**src/wwt_defines.svh**
```systemverilog
// Register offsets, field positions, reset values and keys of the watchdog
`ifndef WWT_DEFINES_SVH
`define WWT_DEFINES_SVH

`define WWT_OFF_MODE 8'h00
`define WWT_OFF_TIMEOUT 8'h04
`define WWT_OFF_FEED 8'h08
`define WWT_OFF_COUNT 8'h0c
`define WWT_OFF_WINDOW 8'h10
`define WWT_OFF_WARN 8'h14
`define WWT_OFF_INT_STATUS 8'h18
`define WWT_OFF_INT_MASK 8'h1c
`define WWT_OFF_RESET_FLAG 8'h20

`define WWT_TIMEOUT_RST 24'hffffff
`define WWT_TIMEOUT_MIN 24'h0000ff
`define WWT_WINDOW_RST 24'hffffff
`define WWT_WARN_RST 24'h000000
`define WWT_FEED_KEY1 8'haa
`define WWT_FEED_KEY2 8'h55
`define WWT_PRESCALE_LAST 2'h3

`define WWT_EV_TIMEOUT 0
`define WWT_EV_WARN 1
`define WWT_EV_FEED 2
`define WWT_EV_WINDOW 3
`define WWT_EV_N 4

`define WWT_RESP_OKAY 2'h0
`define WWT_RESP_SLVERR 2'h2

`endif

```
**src/wwt_pkg.sv**
```systemverilog
// Types of the windowed watchdog
package wwt_pkg;

    // Mode register layout, bit 31 downward
    typedef struct packed {
        logic [25:0] unused;
        logic keep_in_deep_sleep;
        logic clk_sel;
        logic warn_en;
        logic window_en;
        logic reset_en;
        logic enable;
    } wwt_mode_t;

    typedef enum logic [0:0] {
        WWT_FEED_IDLE = 1'b0,
        WWT_FEED_ARMED = 1'b1
    } wwt_feed_state_t;

endpackage

```
**src/wwt_windowed_watchdog.sv**
```systemverilog
// Windowed watchdog timer with AXI4-Lite register slave
//
// Implementation choices: register access over AXI4-Lite and the register addresses.
`timescale 1ns/1ns
`include "wwt_defines.svh"

// Behaviour
// - Timeout without reload resets the chip
// - Reload outside window is a fault
// - Warning interrupt at programmed count before timeout
// - Enable set only; cleared by reset/fault
// - Bad feed resets, or interrupts in interrupt mode
// - Flag records watchdog caused reset
// - 24-bit counter behind prescaler from tick clock
// - Period in steps of four ticks, at least 1024
// - Software selects tick clock source
// - Low-power oscillator may keep running in deep sleep
module wwt_windowed_watchdog (
    // Clock and reset
    input wire logic clk,
    input wire logic rst,
    // Oscillator ticks and power state
    input wire logic internal_rc_osc,
    input wire logic dedicated_lowpower_osc,
    input wire logic deep_sleep,
    // Chip side outputs
    output logic chip_reset,
    output logic irq,
    output logic lowpower_osc_keep,
    // AXI4-Lite write address
    input wire logic [7:0] s_axi_awaddr,
    input wire logic s_axi_awvalid,
    output logic s_axi_awready,
    // AXI4-Lite write data
    input wire logic [31:0] s_axi_wdata,
    input wire logic [3:0] s_axi_wstrb,
    input wire logic s_axi_wvalid,
    output logic s_axi_wready,
    // AXI4-Lite write response
    output logic [1:0] s_axi_bresp,
    output logic s_axi_bvalid,
    input wire logic s_axi_bready,
    // AXI4-Lite read address
    input wire logic [7:0] s_axi_araddr,
    input wire logic s_axi_arvalid,
    output logic s_axi_arready,
    // AXI4-Lite read data
    output logic [31:0] s_axi_rdata,
    output logic [1:0] s_axi_rresp,
    output logic s_axi_rvalid,
    input wire logic s_axi_rready
);

    // ------------------------------------------------------------
    // State
    // ------------------------------------------------------------
    wwt_pkg::wwt_mode_t mode;
    logic [23:0] timeout_val;
    logic [23:0] window_val;
    logic [23:0] warn_val;
    logic [23:0] count;
    logic [1:0] prescale;
    logic tick_prev;
    logic [`WWT_EV_N-1:0] int_status;
    logic [`WWT_EV_N-1:0] int_mask;
    logic reset_flag;
    wwt_pkg::wwt_feed_state_t feed_state;

    logic aw_got;
    logic w_got;
    logic [7:0] wr_addr;
    logic [31:0] wr_data;
    logic [3:0] wr_strb;

    // ------------------------------------------------------------
    // Byte lane merge
    // ------------------------------------------------------------
    function automatic logic [31:0] merge(input logic [31:0] old,
                                          input logic [31:0] data,
                                          input logic [3:0] strb);
        logic [31:0] res;
        res = old;
        for (int i = 0; i < 4; i++) begin
            if (strb[i]) begin
                res[i*8 +: 8] = data[i*8 +: 8];
            end
        end
        return res;
    endfunction

    // ------------------------------------------------------------
    // Write decode
    // ------------------------------------------------------------
    wire wr_fire = aw_got && w_got && !s_axi_bvalid;
    wire sel_mode = wr_addr == `WWT_OFF_MODE;
    wire sel_timeout = wr_addr == `WWT_OFF_TIMEOUT;
    wire sel_feed = wr_addr == `WWT_OFF_FEED;
    wire sel_count = wr_addr == `WWT_OFF_COUNT;
    wire sel_window = wr_addr == `WWT_OFF_WINDOW;
    wire sel_warn = wr_addr == `WWT_OFF_WARN;
    wire sel_status = wr_addr == `WWT_OFF_INT_STATUS;
    wire sel_mask = wr_addr == `WWT_OFF_INT_MASK;
    wire sel_flag = wr_addr == `WWT_OFF_RESET_FLAG;
    wire wr_mapped = sel_mode || sel_timeout || sel_feed || sel_count ||
        sel_window || sel_warn || sel_status || sel_mask || sel_flag;

    wire [31:0] mode_merged = merge(32'(mode), wr_data, wr_strb);
    wire [31:0] timeout_merged = merge({8'h00, timeout_val}, wr_data,
        wr_strb);
    wire [31:0] window_merged = merge({8'h00, window_val}, wr_data,
        wr_strb);
    wire [31:0] warn_merged = merge({8'h00, warn_val}, wr_data, wr_strb);
    wire [31:0] mask_merged = merge({28'h0000000, int_mask}, wr_data,
        wr_strb);
    wire [31:0] w1c_bits = wr_data & {{8{wr_strb[3]}}, {8{wr_strb[2]}},
        {8{wr_strb[1]}}, {8{wr_strb[0]}}};

    // ------------------------------------------------------------
    // Feed sequence
    // ------------------------------------------------------------
    wire [7:0] feed_byte = wr_data[7:0];
    wire feed_lane = wr_strb[0];
    wire feed_wr = wr_fire && sel_feed && mode.enable;
    wire key1 = feed_lane && feed_byte == `WWT_FEED_KEY1;
    wire key2 = feed_lane && feed_byte == `WWT_FEED_KEY2;
    wire armed = feed_state == wwt_pkg::WWT_FEED_ARMED;
    wire feed_ok = feed_wr && armed && key2;
    // Any write other than the second key breaks an armed sequence
    wire feed_bad = mode.enable && wr_fire &&
        ((sel_feed && (armed ? !key2 : !key1)) ||
         (!sel_feed && armed));
    wire window_bad = feed_ok && mode.window_en &&
        count > window_val;

    // ------------------------------------------------------------
    // Tick clock and counter
    // ------------------------------------------------------------
    // Internal RC stops in deep sleep; low-power osc only if kept
    wire rc_live = internal_rc_osc && !deep_sleep;
    wire lp_live = dedicated_lowpower_osc &&
        (!deep_sleep || mode.keep_in_deep_sleep);
    wire watchdog_tick_clock = mode.clk_sel ? lp_live : rc_live;
    wire tick_edge = watchdog_tick_clock && !tick_prev;
    wire step = mode.enable && tick_edge &&
        prescale == `WWT_PRESCALE_LAST;
    wire [23:0] count_dec = count - 24'h000001;
    // Expire on the step out of zero: period is (timeout + 1) * 4 ticks
    wire expire = step && count == 24'h000000;
    wire warn_hit = step && mode.warn_en && count_dec == warn_val &&
        !expire;

    wire fault = feed_bad || window_bad;
    wire fire_reset = expire || (fault && mode.reset_en);
    wire fire_int = fault && !mode.reset_en;
    wire enable_set = wr_fire && sel_mode && mode_merged[0];
    wire enable_clr = fire_reset || fire_int;

    wire [23:0] timeout_clamped = timeout_merged[23:0] < `WWT_TIMEOUT_MIN ?
        `WWT_TIMEOUT_MIN : timeout_merged[23:0];

    wire [`WWT_EV_N-1:0] events;
    assign events[`WWT_EV_TIMEOUT] = expire;
    assign events[`WWT_EV_WARN] = warn_hit;
    assign events[`WWT_EV_FEED] = feed_bad;
    assign events[`WWT_EV_WINDOW] = window_bad;

    // ------------------------------------------------------------
    // Next values
    // ------------------------------------------------------------
    wwt_pkg::wwt_mode_t next_mode;
    always_comb begin
        next_mode = mode;
        if (wr_fire && sel_mode) begin
            next_mode.reset_en = mode_merged[1];
            next_mode.window_en = mode_merged[2];
            next_mode.warn_en = mode_merged[3];
            next_mode.clk_sel = mode_merged[4];
            next_mode.keep_in_deep_sleep = mode_merged[5];
        end
        // Software can only set the enable
        if (enable_clr) begin
            next_mode.enable = 1'b0;
        end else if (enable_set) begin
            next_mode.enable = 1'b1;
        end
        next_mode.unused = 26'h0000000;
    end

    logic [23:0] next_count;
    always_comb begin
        next_count = count;
        if (!mode.enable) begin
            next_count = timeout_val;
        end else if (feed_ok && !window_bad) begin
            next_count = timeout_val;
        end else if (step && !expire) begin
            next_count = count_dec;
        end else if (expire) begin
            next_count = timeout_val;
        end
    end

    wire [`WWT_EV_N-1:0] status_clr = (wr_fire && sel_status) ?
        w1c_bits[`WWT_EV_N-1:0] : {`WWT_EV_N{1'b0}};

    // ------------------------------------------------------------
    // Watchdog registers
    // ------------------------------------------------------------
    always_ff @(posedge clk) begin
        if (rst) begin
            mode <= '0;
            timeout_val <= `WWT_TIMEOUT_RST;
            window_val <= `WWT_WINDOW_RST;
            warn_val <= `WWT_WARN_RST;
            int_mask <= '0;
            count <= `WWT_TIMEOUT_RST;
            prescale <= 2'h0;
            tick_prev <= 1'b0;
            feed_state <= wwt_pkg::WWT_FEED_IDLE;
        end else begin
            mode <= next_mode;
            count <= next_count;
            tick_prev <= watchdog_tick_clock;
            if (!mode.enable || feed_ok) begin
                prescale <= 2'h0;
            end else if (tick_edge) begin
                prescale <= prescale + 2'h1;
            end
            if (wr_fire && sel_timeout) begin
                timeout_val <= timeout_clamped;
            end
            if (wr_fire && sel_window) begin
                window_val <= window_merged[23:0];
            end
            if (wr_fire && sel_warn) begin
                warn_val <= warn_merged[23:0];
            end
            if (wr_fire && sel_mask) begin
                int_mask <= mask_merged[`WWT_EV_N-1:0];
            end
            if (feed_wr && !armed && key1) begin
                feed_state <= wwt_pkg::WWT_FEED_ARMED;
            end else if (wr_fire || !mode.enable) begin
                feed_state <= wwt_pkg::WWT_FEED_IDLE;
            end
        end
    end

    // ------------------------------------------------------------
    // Sticky status, interrupt and reset outputs
    // ------------------------------------------------------------
    generate
        for (genvar i = 0; i < `WWT_EV_N; i++) begin : g_status
            // Set wins over a clear in the same cycle
            always_ff @(posedge clk) begin
                if (rst) begin
                    int_status[i] <= 1'b0;
                end else if (events[i]) begin
                    int_status[i] <= 1'b1;
                end else if (status_clr[i]) begin
                    int_status[i] <= 1'b0;
                end
            end
        end
    endgenerate

    always_ff @(posedge clk) begin
        if (rst) begin
            chip_reset <= 1'b0;
            irq <= 1'b0;
            reset_flag <= 1'b0;
            lowpower_osc_keep <= 1'b0;
        end else begin
            chip_reset <= fire_reset;
            irq <= |(int_status & int_mask);
            lowpower_osc_keep <= mode.keep_in_deep_sleep;
            if (fire_reset) begin
                reset_flag <= 1'b1;
            end else if (wr_fire && sel_flag && w1c_bits[0]) begin
                reset_flag <= 1'b0;
            end
        end
    end

    // ------------------------------------------------------------
    // AXI4-Lite write channels
    // ------------------------------------------------------------
    always_ff @(posedge clk) begin
        if (rst) begin
            aw_got <= 1'b0;
            w_got <= 1'b0;
            wr_addr <= 8'h00;
            wr_data <= 32'h00000000;
            wr_strb <= 4'h0;
            s_axi_awready <= 1'b1;
            s_axi_wready <= 1'b1;
            s_axi_bvalid <= 1'b0;
            s_axi_bresp <= `WWT_RESP_OKAY;
        end else begin
            if (s_axi_awvalid && s_axi_awready) begin
                aw_got <= 1'b1;
                wr_addr <= {s_axi_awaddr[7:2], 2'h0};
                s_axi_awready <= 1'b0;
            end
            if (s_axi_wvalid && s_axi_wready) begin
                w_got <= 1'b1;
                wr_data <= s_axi_wdata;
                wr_strb <= s_axi_wstrb;
                s_axi_wready <= 1'b0;
            end
            if (wr_fire) begin
                aw_got <= 1'b0;
                w_got <= 1'b0;
                s_axi_bvalid <= 1'b1;
                s_axi_bresp <= wr_mapped ? `WWT_RESP_OKAY : `WWT_RESP_SLVERR;
            end
            if (s_axi_bvalid && s_axi_bready) begin
                s_axi_bvalid <= 1'b0;
                s_axi_awready <= 1'b1;
                s_axi_wready <= 1'b1;
            end
        end
    end

    // ------------------------------------------------------------
    // AXI4-Lite read channels
    // ------------------------------------------------------------
    wire [7:0] rd_addr = {s_axi_araddr[7:2], 2'h0};
    wire [31:0] rd_mux =
        rd_addr == `WWT_OFF_MODE ? 32'(mode) :
        rd_addr == `WWT_OFF_TIMEOUT ? {8'h00, timeout_val} :
        rd_addr == `WWT_OFF_COUNT ? {8'h00, count} :
        rd_addr == `WWT_OFF_WINDOW ? {8'h00, window_val} :
        rd_addr == `WWT_OFF_WARN ? {8'h00, warn_val} :
        rd_addr == `WWT_OFF_INT_STATUS ? {28'h0000000, int_status} :
        rd_addr == `WWT_OFF_INT_MASK ? {28'h0000000, int_mask} :
        rd_addr == `WWT_OFF_RESET_FLAG ? {31'h00000000, reset_flag} :
        32'h00000000;
    wire rd_mapped = rd_addr == `WWT_OFF_FEED ||
        rd_addr == `WWT_OFF_MODE || rd_addr == `WWT_OFF_TIMEOUT ||
        rd_addr == `WWT_OFF_COUNT || rd_addr == `WWT_OFF_WINDOW ||
        rd_addr == `WWT_OFF_WARN || rd_addr == `WWT_OFF_INT_STATUS ||
        rd_addr == `WWT_OFF_INT_MASK || rd_addr == `WWT_OFF_RESET_FLAG;

    always_ff @(posedge clk) begin
        if (rst) begin
            s_axi_arready <= 1'b1;
            s_axi_rvalid <= 1'b0;
            s_axi_rdata <= 32'h00000000;
            s_axi_rresp <= `WWT_RESP_OKAY;
        end else begin
            if (s_axi_arvalid && s_axi_arready) begin
                s_axi_arready <= 1'b0;
                s_axi_rvalid <= 1'b1;
                s_axi_rdata <= rd_mux;
                s_axi_rresp <= rd_mapped ? `WWT_RESP_OKAY : `WWT_RESP_SLVERR;
            end else if (s_axi_rvalid && s_axi_rready) begin
                s_axi_rvalid <= 1'b0;
                s_axi_arready <= 1'b1;
            end
        end
    end

endmodule // wwt_windowed_watchdog

```
**config.mk**
```make
export PLATFORM = sky130hd
export DESIGN_NAME = wwt_windowed_watchdog
export DESIGN_NICKNAME = d
export VERILOG_FILES = /design/src/wwt_pkg.sv /design/src/wwt_windowed_watchdog.sv
export VERILOG_INCLUDE_DIRS = /design/src /design/src/src
export SDC_FILE = /design/constraint.sdc
export NUM_CORES = 1
export LEC_CHECK = 0
export ABC_AREA = 1
export BUFFER_PORTS_ARGS = -buffer_cell sky130_fd_sc_hd__buf_4
export CAP_MARGIN = 25
export CORE_MARGIN = 2
export CORE_UTILIZATION = 50
export DETAILED_ROUTE_END_ITERATION = 8
export PLACE_DENSITY = 0.79
export SKIP_LAST_GASP = 1
export SYNTH_ARGS = -nofsm -noshare
export SYNTH_HDL_FRONTEND = slang
export SYNTH_SLANG_ARGS = --single-unit
```
**constraint.sdc**
```tcl
create_clock -name clk -period 2.4 [get_ports clk]
set_input_delay 0.24 -clock clk [delete_from_list [all_inputs] [get_ports clk]]
set_output_delay 0.24 -clock clk [all_outputs]
set_load 0.02 [all_outputs]
```
Yosys cells after proc, flatten, opt, wreduce, memory -nomap -nowiden:

Cells that the tools add are included.

* multiplexer cells: 38
* bitwise gates (word level): 2
* $lt $le $gt $ge: 2
* equality and inequality tests: 21
* add/sub/neg operators: 2
* $mul: 0
* divide/modulo/power cells: 0
* shift operators: 0
* reduce and logical (&&, ||, !) cells: 100

Operators with widths (count)
* 24-bit 2-to-1 mux: 10
* 6-bit by 3-bit == test with 1-bit output (second input constant): 8
* 1-bit logical AND: 43
* 24-bit == test: 1
* 6-bit by 2-bit == test with 1-bit output (second input constant): 4
* 24-bit > comparator: 1
* 24-bit logical NOT: 1
* 24-bit by 8-bit less-than comparator with 1-bit output (second input constant): 1
* 8-bit 2-to-1 mux: 3
* 24-bit by 1-bit subtractor with 24-bit output (second input constant): 1
* 1-bit logical OR: 23
* 1-bit 2-to-1 mux: 20
* 8-bit logical NOT: 2
* 2-bit AND reduction: 8
* 2-bit nonzero test: 7
* 6-bit by 1-bit == test with 1-bit output (second input constant): 2
* 6-bit by 4-bit == test with 1-bit output (second input constant): 2
* 4-bit 2-to-1 mux: 3
* 1-bit logical NOT: 11
* 4-bit bitwise AND: 2
* 8-bit by 7-bit == test with 1-bit output (second input constant): 1
* 8-bit == test (second input constant): 1
* 2-bit OR reduction: 4
* 2-bit 2-to-1 mux: 2
* 4 further kinds: 4

* memory bits (read-only): 0
* input bits: 62
* latch bits: 0
* memories: 0
* RAM bits: 0
* output and inout bits: 44
* register bits after elaboration: 194

Longest topological paths before layout:

* depth in word-level cells: 13
* mapped depth: 16
* depth with buffers taken out: 16

Least setup slack after synthesis:

Ideal clock, no wire load.

* kind: register to register
* start point: reg count[17]
* end point: reg count[12]
* clock period less this slack: 1988 ps
* path slack: 412 ps
* setup time: 58 ps
* stages on the path, launching flop included: 15
* buffers on the path: 1
* arrival: 1930 ps
* path through: dfxtp_1 > ha_1 > inv_1 > nor3_1 > nand4_1 > nor2_1 > nand2_1 > nor2_1 > nor2_1 > nand2_2 > nand2_4 > nand2_2 > clkbuf_1 > nand3_1 > nand2_1

* word-level cells in the longest chain between the ends: 7
* elaborated cells on any way between the ends: 12
* classes of those cells: order compare (1); eq/ne (1); mux (3); reduce/logical (7)

RTL lines
* from (decl): RTL line wwt_windowed_watchdog.sv:61 `logic [23:0] count;`
* from (signal assigned): RTL line wwt_windowed_watchdog.sv:216 `` count <= `WWT_TIMEOUT_RST; ``
* from (signal assigned): RTL line wwt_windowed_watchdog.sv:222 `count <= next_count;`
* branches (longest 7 deep; another with 24-bit > comparator)

Parallel ways; which one is timed is not known.
A chain may end at the register's enable or synchronous reset.

Worst setup path after layout:

* start point: reg window_val[19]
* end point: reg count[15]

* word-level cells in the longest chain between the ends: 6
* elaborated cells on any way between the ends: 7
* classes of those cells: order compare (1); eq/ne (1); mux (2); reduce/logical (3)

RTL lines
* from (decl): RTL line wwt_windowed_watchdog.sv:59 `logic [23:0] window_val;`
* from (signal assigned): RTL line wwt_windowed_watchdog.sv:213 `` window_val <= `WWT_WINDOW_RST; ``
* from (signal assigned): RTL line wwt_windowed_watchdog.sv:233 `window_val <= window_merged[23:0];`
* 24-bit > comparator (*): RTL line wwt_windowed_watchdog.sv:133 `count > window_val;`
* 1-bit logical AND (*): RTL line wwt_windowed_watchdog.sv:132 `wire window_bad = feed_ok && mode.window_en &&`
* 1-bit logical NOT (*): RTL line wwt_windowed_watchdog.sv:194 `end else if (feed_ok && !window_bad) begin`
* 1-bit logical AND (*): RTL line wwt_windowed_watchdog.sv:194
* 24-bit 2-to-1 mux: RTL line wwt_windowed_watchdog.sv:194
* 24-bit 2-to-1 mux: RTL line wwt_windowed_watchdog.sv:192 `if (!mode.enable) begin`

Mark *: on every way between the ends. The rest lies on a longest branch, timed or not.

==> results by stage <==
Synthesis:
- In this run, synthesis produced a sequential element count of 184.
- Counting flops with an async set or reset pin after synthesis yields a share of 0.
- The most common cell in the synthesized netlist is sky130_fd_sc_hd__nand2_1.
- sky130_fd_sc_hd__dfxtp_1 takes more of the synthesized area than any other cell.
- Yosys attributes the largest share of cell area to sky130_fd_sc_hd__dfxtp_1 37%, sky130_fd_sc_hd__nand2_1 13%, sky130_fd_sc_hd__inv_1 7.3%.
- The primary flip-flop cell chosen by synthesis mapping is sky130_fd_sc_hd__dfxtp_1.
- Counting instances in the post-synthesis netlist gives the leading cell types as 346 x sky130_fd_sc_hd__nand2_1, 194 x sky130_fd_sc_hd__inv_1, 184 x sky130_fd_sc_hd__dfxtp_1.
- Summing every instance area after synthesis gives 0.0100 mm^2.
- The share of synthesized area in the top cell type comes to 0.368.
- In this run the mean area of a mapped cell was 6.67 um^2.
- The cell count after synthesis is 1503.
- In this run, synthesis inferred 0 flip-flops with an integrated enable.
- The yosys synthesis warning count is 0.
- The sequential share of the synthesized area is 0.368.
- The number of unique standard cell types used by synthesis is 42.

Worst setup path:
- STA classifies the critical path endpoint as a flip-flop.
- The number of cells on the worst reg-to-reg path is 15.
- Tracing the worst setup path back leads to its startpoint at window_val[19].
- The endpoint of the most critical register-to-register path is count[15].
- The worst setup path is launched from a flip-flop.
- The largest individual stage delay along the critical path comes from the cell sky130_fd_sc_hd__dfxtp_2.
- The source of the worst register-to-register timing path is window_val[19].
- The endpoint arrival time on the critical path is 2690 ps.
- The classification of the worst setup path is reg -> reg.
- Traced cell by cell, the critical path runs through inv_2, ha_4, nand2_2, nor3_2, nand4_1, nor2_1, nand2_1, nor2_1, nor2_2, nand2_4, nand2_8, nand2_4, buf_4, nand3_1, nand2_1.
- The biggest cell delay along the critical path is 320 ps.
- The minimum setup slack among reg-to-reg paths is 110 ps.
- The largest fanout of any net on the critical path is 8.
- Data on the critical path is required at its endpoint by 2790 ps.

Final layout:
- Summing all multi-input logic gate instances after layout gives 0.00535 mm^2.
- The number of nets in the final layout is 1710.
- After routing the design area is 0.0121 mm^2.
- For this run, the number of standard cells in the final layout without fillers is 1899.
- The fraction of final layout cells with drive strength greater than 1 is 0.143.
- The layout filler cell count is 1791.
- The sequential cell area is 0.00368 mm^2.
- Compared with the post-synthesis result, the final layout area differs by 21.1%.
- The repair_antennas step left the layout with diodes totalling 0.

Place:
- During placement, the flow inserted port buffers numbering 82.
- Timing analysis after detailed placement gives a worst setup slack of -8.58 ps.
- Detailed placement ended at an HPWL of 23900 um.
- Routability-driven placement finished with a final weighted congestion of 0.978.
- The number of instances in the placed design is 1858.
- Once placement finished, the instance area stood at 0.0113 mm^2.

Clock tree:
- CTS placed an instance of sky130_fd_sc_hd__clkbuf_16 at the clock tree root.
- The clock sink count is 184.
- The worst-skew pair later-pin latency is 450 ps.
- Counting along the longest clock path gives a buffer depth of 2.
- The CTS tree is yes.
- The number of levels the H-tree was split into is 4.
- The number of CTS-inserted buffers is 17.
- Clock-pin slew was measured on the worst setup and hold paths at 70 ps.

Routing:
- The remaining routing DRC violations is 0.
- The routed design has 32700 um of wire.
- In the final routed layout, each cell accounts on average for 17.2 um.
- The first TritonRoute pass finished after 6 iterations.
- The via count is 10800.
- The average via count per standard cell is 5.71.
- The count of nets left with antenna violations once routing finished came out at 0.
- In this run, the number of DRC markers left after iteration 0 of detailed routing was 1226.

Global route:
- The sum of overflow across all layers after global routing is 0.
- Across every metal layer, demand over resource in global routing totals 0.298.
- The first global-routing pass estimated 50600 um of wire.
- The initial antenna violation count is 1.
- The via count of the first global-routing pass is 9838.
- The largest net degree at the start of global routing is 67.

Floorplan:
- The row count is 51.
- 106 I/O pins were placed.
- For this configuration, the core starts out at a cell density of 0.511.
- The die covers 0.0212 mm^2.
- The core region is 0.0196 mm^2.
- The die is 146 um wide.
- The die is 146 um tall.

STA:
- The final setup violation count is 0.
- The share of the clock period used by the worst path after layout is 0.955.
- The worst-case hold slack is 11.5 ps.
- The worst path in the final design needs a cycle of 2290 ps, including I/O delays and setup.
- The max-slew violation count is 0.
- At the pin with the least slew margin, the transition time is 790 ps.
- The hold violation count in the final report is 0.
- The worst pin sits at a relative slew slack of 0.474.
- The fmax is 436 MHz.
- The worst setup skew after layout is 9.15 ps.
- In the post-route analysis, the smallest setup slack over all paths is 107 ps.
- Setup repair after global routing could not meet its margin everywhere.
- The total negative slack for setup checks is 0 ps.

Hold path:
- The worst hold path was traced through 2 stages.
- The path class of the tightest hold or removal check is in -> reg.
- In this run the most critical hold path is launched from rst.
- The endpoint with the worst hold slack is s_axi_bresp[1].

Run:
- The count of maximum capacitance violations is 0.

Power and ir drop:
- VDD sags by at most 516 uV.
- The leakage power is 0.00574 uW.
- The total power density per cell area is 567 mW/mm^2.

Run status:
- The flow ran to the end, and the final reports show no timing, DRC or antenna violations.
-- cells in the final DEF (no fill, tap or decap), drive strengths merged, types with 22 or more instances in the layout --
master | Yosys | layout
nand2 | 351 | 352
inv | 199 | 204
dfxtp | 184 | 184
buf | 28 | 162
nor2 | 141 | 141
nand3 | 136 | 136
o21ai | 133 | 133
a21oi | 118 | 118
ha | 27 | 27
o221ai | 25 | 25
nand4 | 22 | 22
o211ai | 22 | 22
clkbuf | 48 | 22
-- cells by family after synthesis --
logic type      synth area share
compound gates             0.190
buf+inv                    0.112
flops                      0.368
xor+xnor                  0.0141
other cells             0.000374
simple gates               0.282
fa+ha+maj                 0.0337
-- critical path, delay by kind of cell (launching register included) --
family | cells | cell delay [ps]
buffers and inverters | 2 | 240
DFF | 1 | 320
and+or+nand+nor | 12 | 1380
adders and majority gates | 1 | 260
-- routing by layer --
metal / up-vias / routed length, um / track usage
met1: 4929 / 13400 / 0.397
met4: 0 / 1130 / 0.129
li1: 5192 / - / -
met2: 628 / 14300 / 0.458
met3: 91 / 3920 / 0.0762
met5: - / 0 / 0
-- where the power goes --
| group | switching [uW] | internal (uW) | leakage [uW] |
|---|---|---|---|
| logic | 417 | 234 | 0.00395 |
| registers | 78.6 | 3130 | 0.00150 |
| clock network | 1320 | 1700 | 0.000298 |
| total | 1810 | 5060 | 0.00574 |
-- area by class of cell --
cell class	instances	share of cell area
clock buffers	19	0.0365
clock inverters	13	0.0151
inverters	203	0.0628
multi-input cells	1050	0.441
flip-flops and latches	184	0.304
well taps	265	0.0273
repair buffers	165	0.114
-- worst max-delay path by stage --
stage,end,slack [ps]
floorplan,count[12],410
detailed placement,count[12],-9
CTS,count[12],50
global route,int_status[1],-30
global placement,count[15],100
finish,count[15],110
-- timing repair --
action,CTS,global route
pin swaps,0,11
buffers inserted,0,5
gates resized for setup,1,21
endpoints found under the setup margin,1,27
cloned,0,4
hold buffers,0,0
-- stage by stage --
stage                util  power (uW)
global route        0.619        7050
finish              0.619        6870
CTS                 0.608        6860
detailed placement  0.576        3900
floorplan               -        3620
global placement    0.576        3890
-- state kept, by name, summed over array words and instances, names as in the netlist, 2 cells and up --
name         count
count           24
s_axi_rdata     24
timeout_val     24
warn_val        24
window_val      24
wr_data         24
mode             6
wr_addr          6
int_mask         4
int_status       4
wr_strb          3
prescale         2
Power figures use the tool's default switching activity.
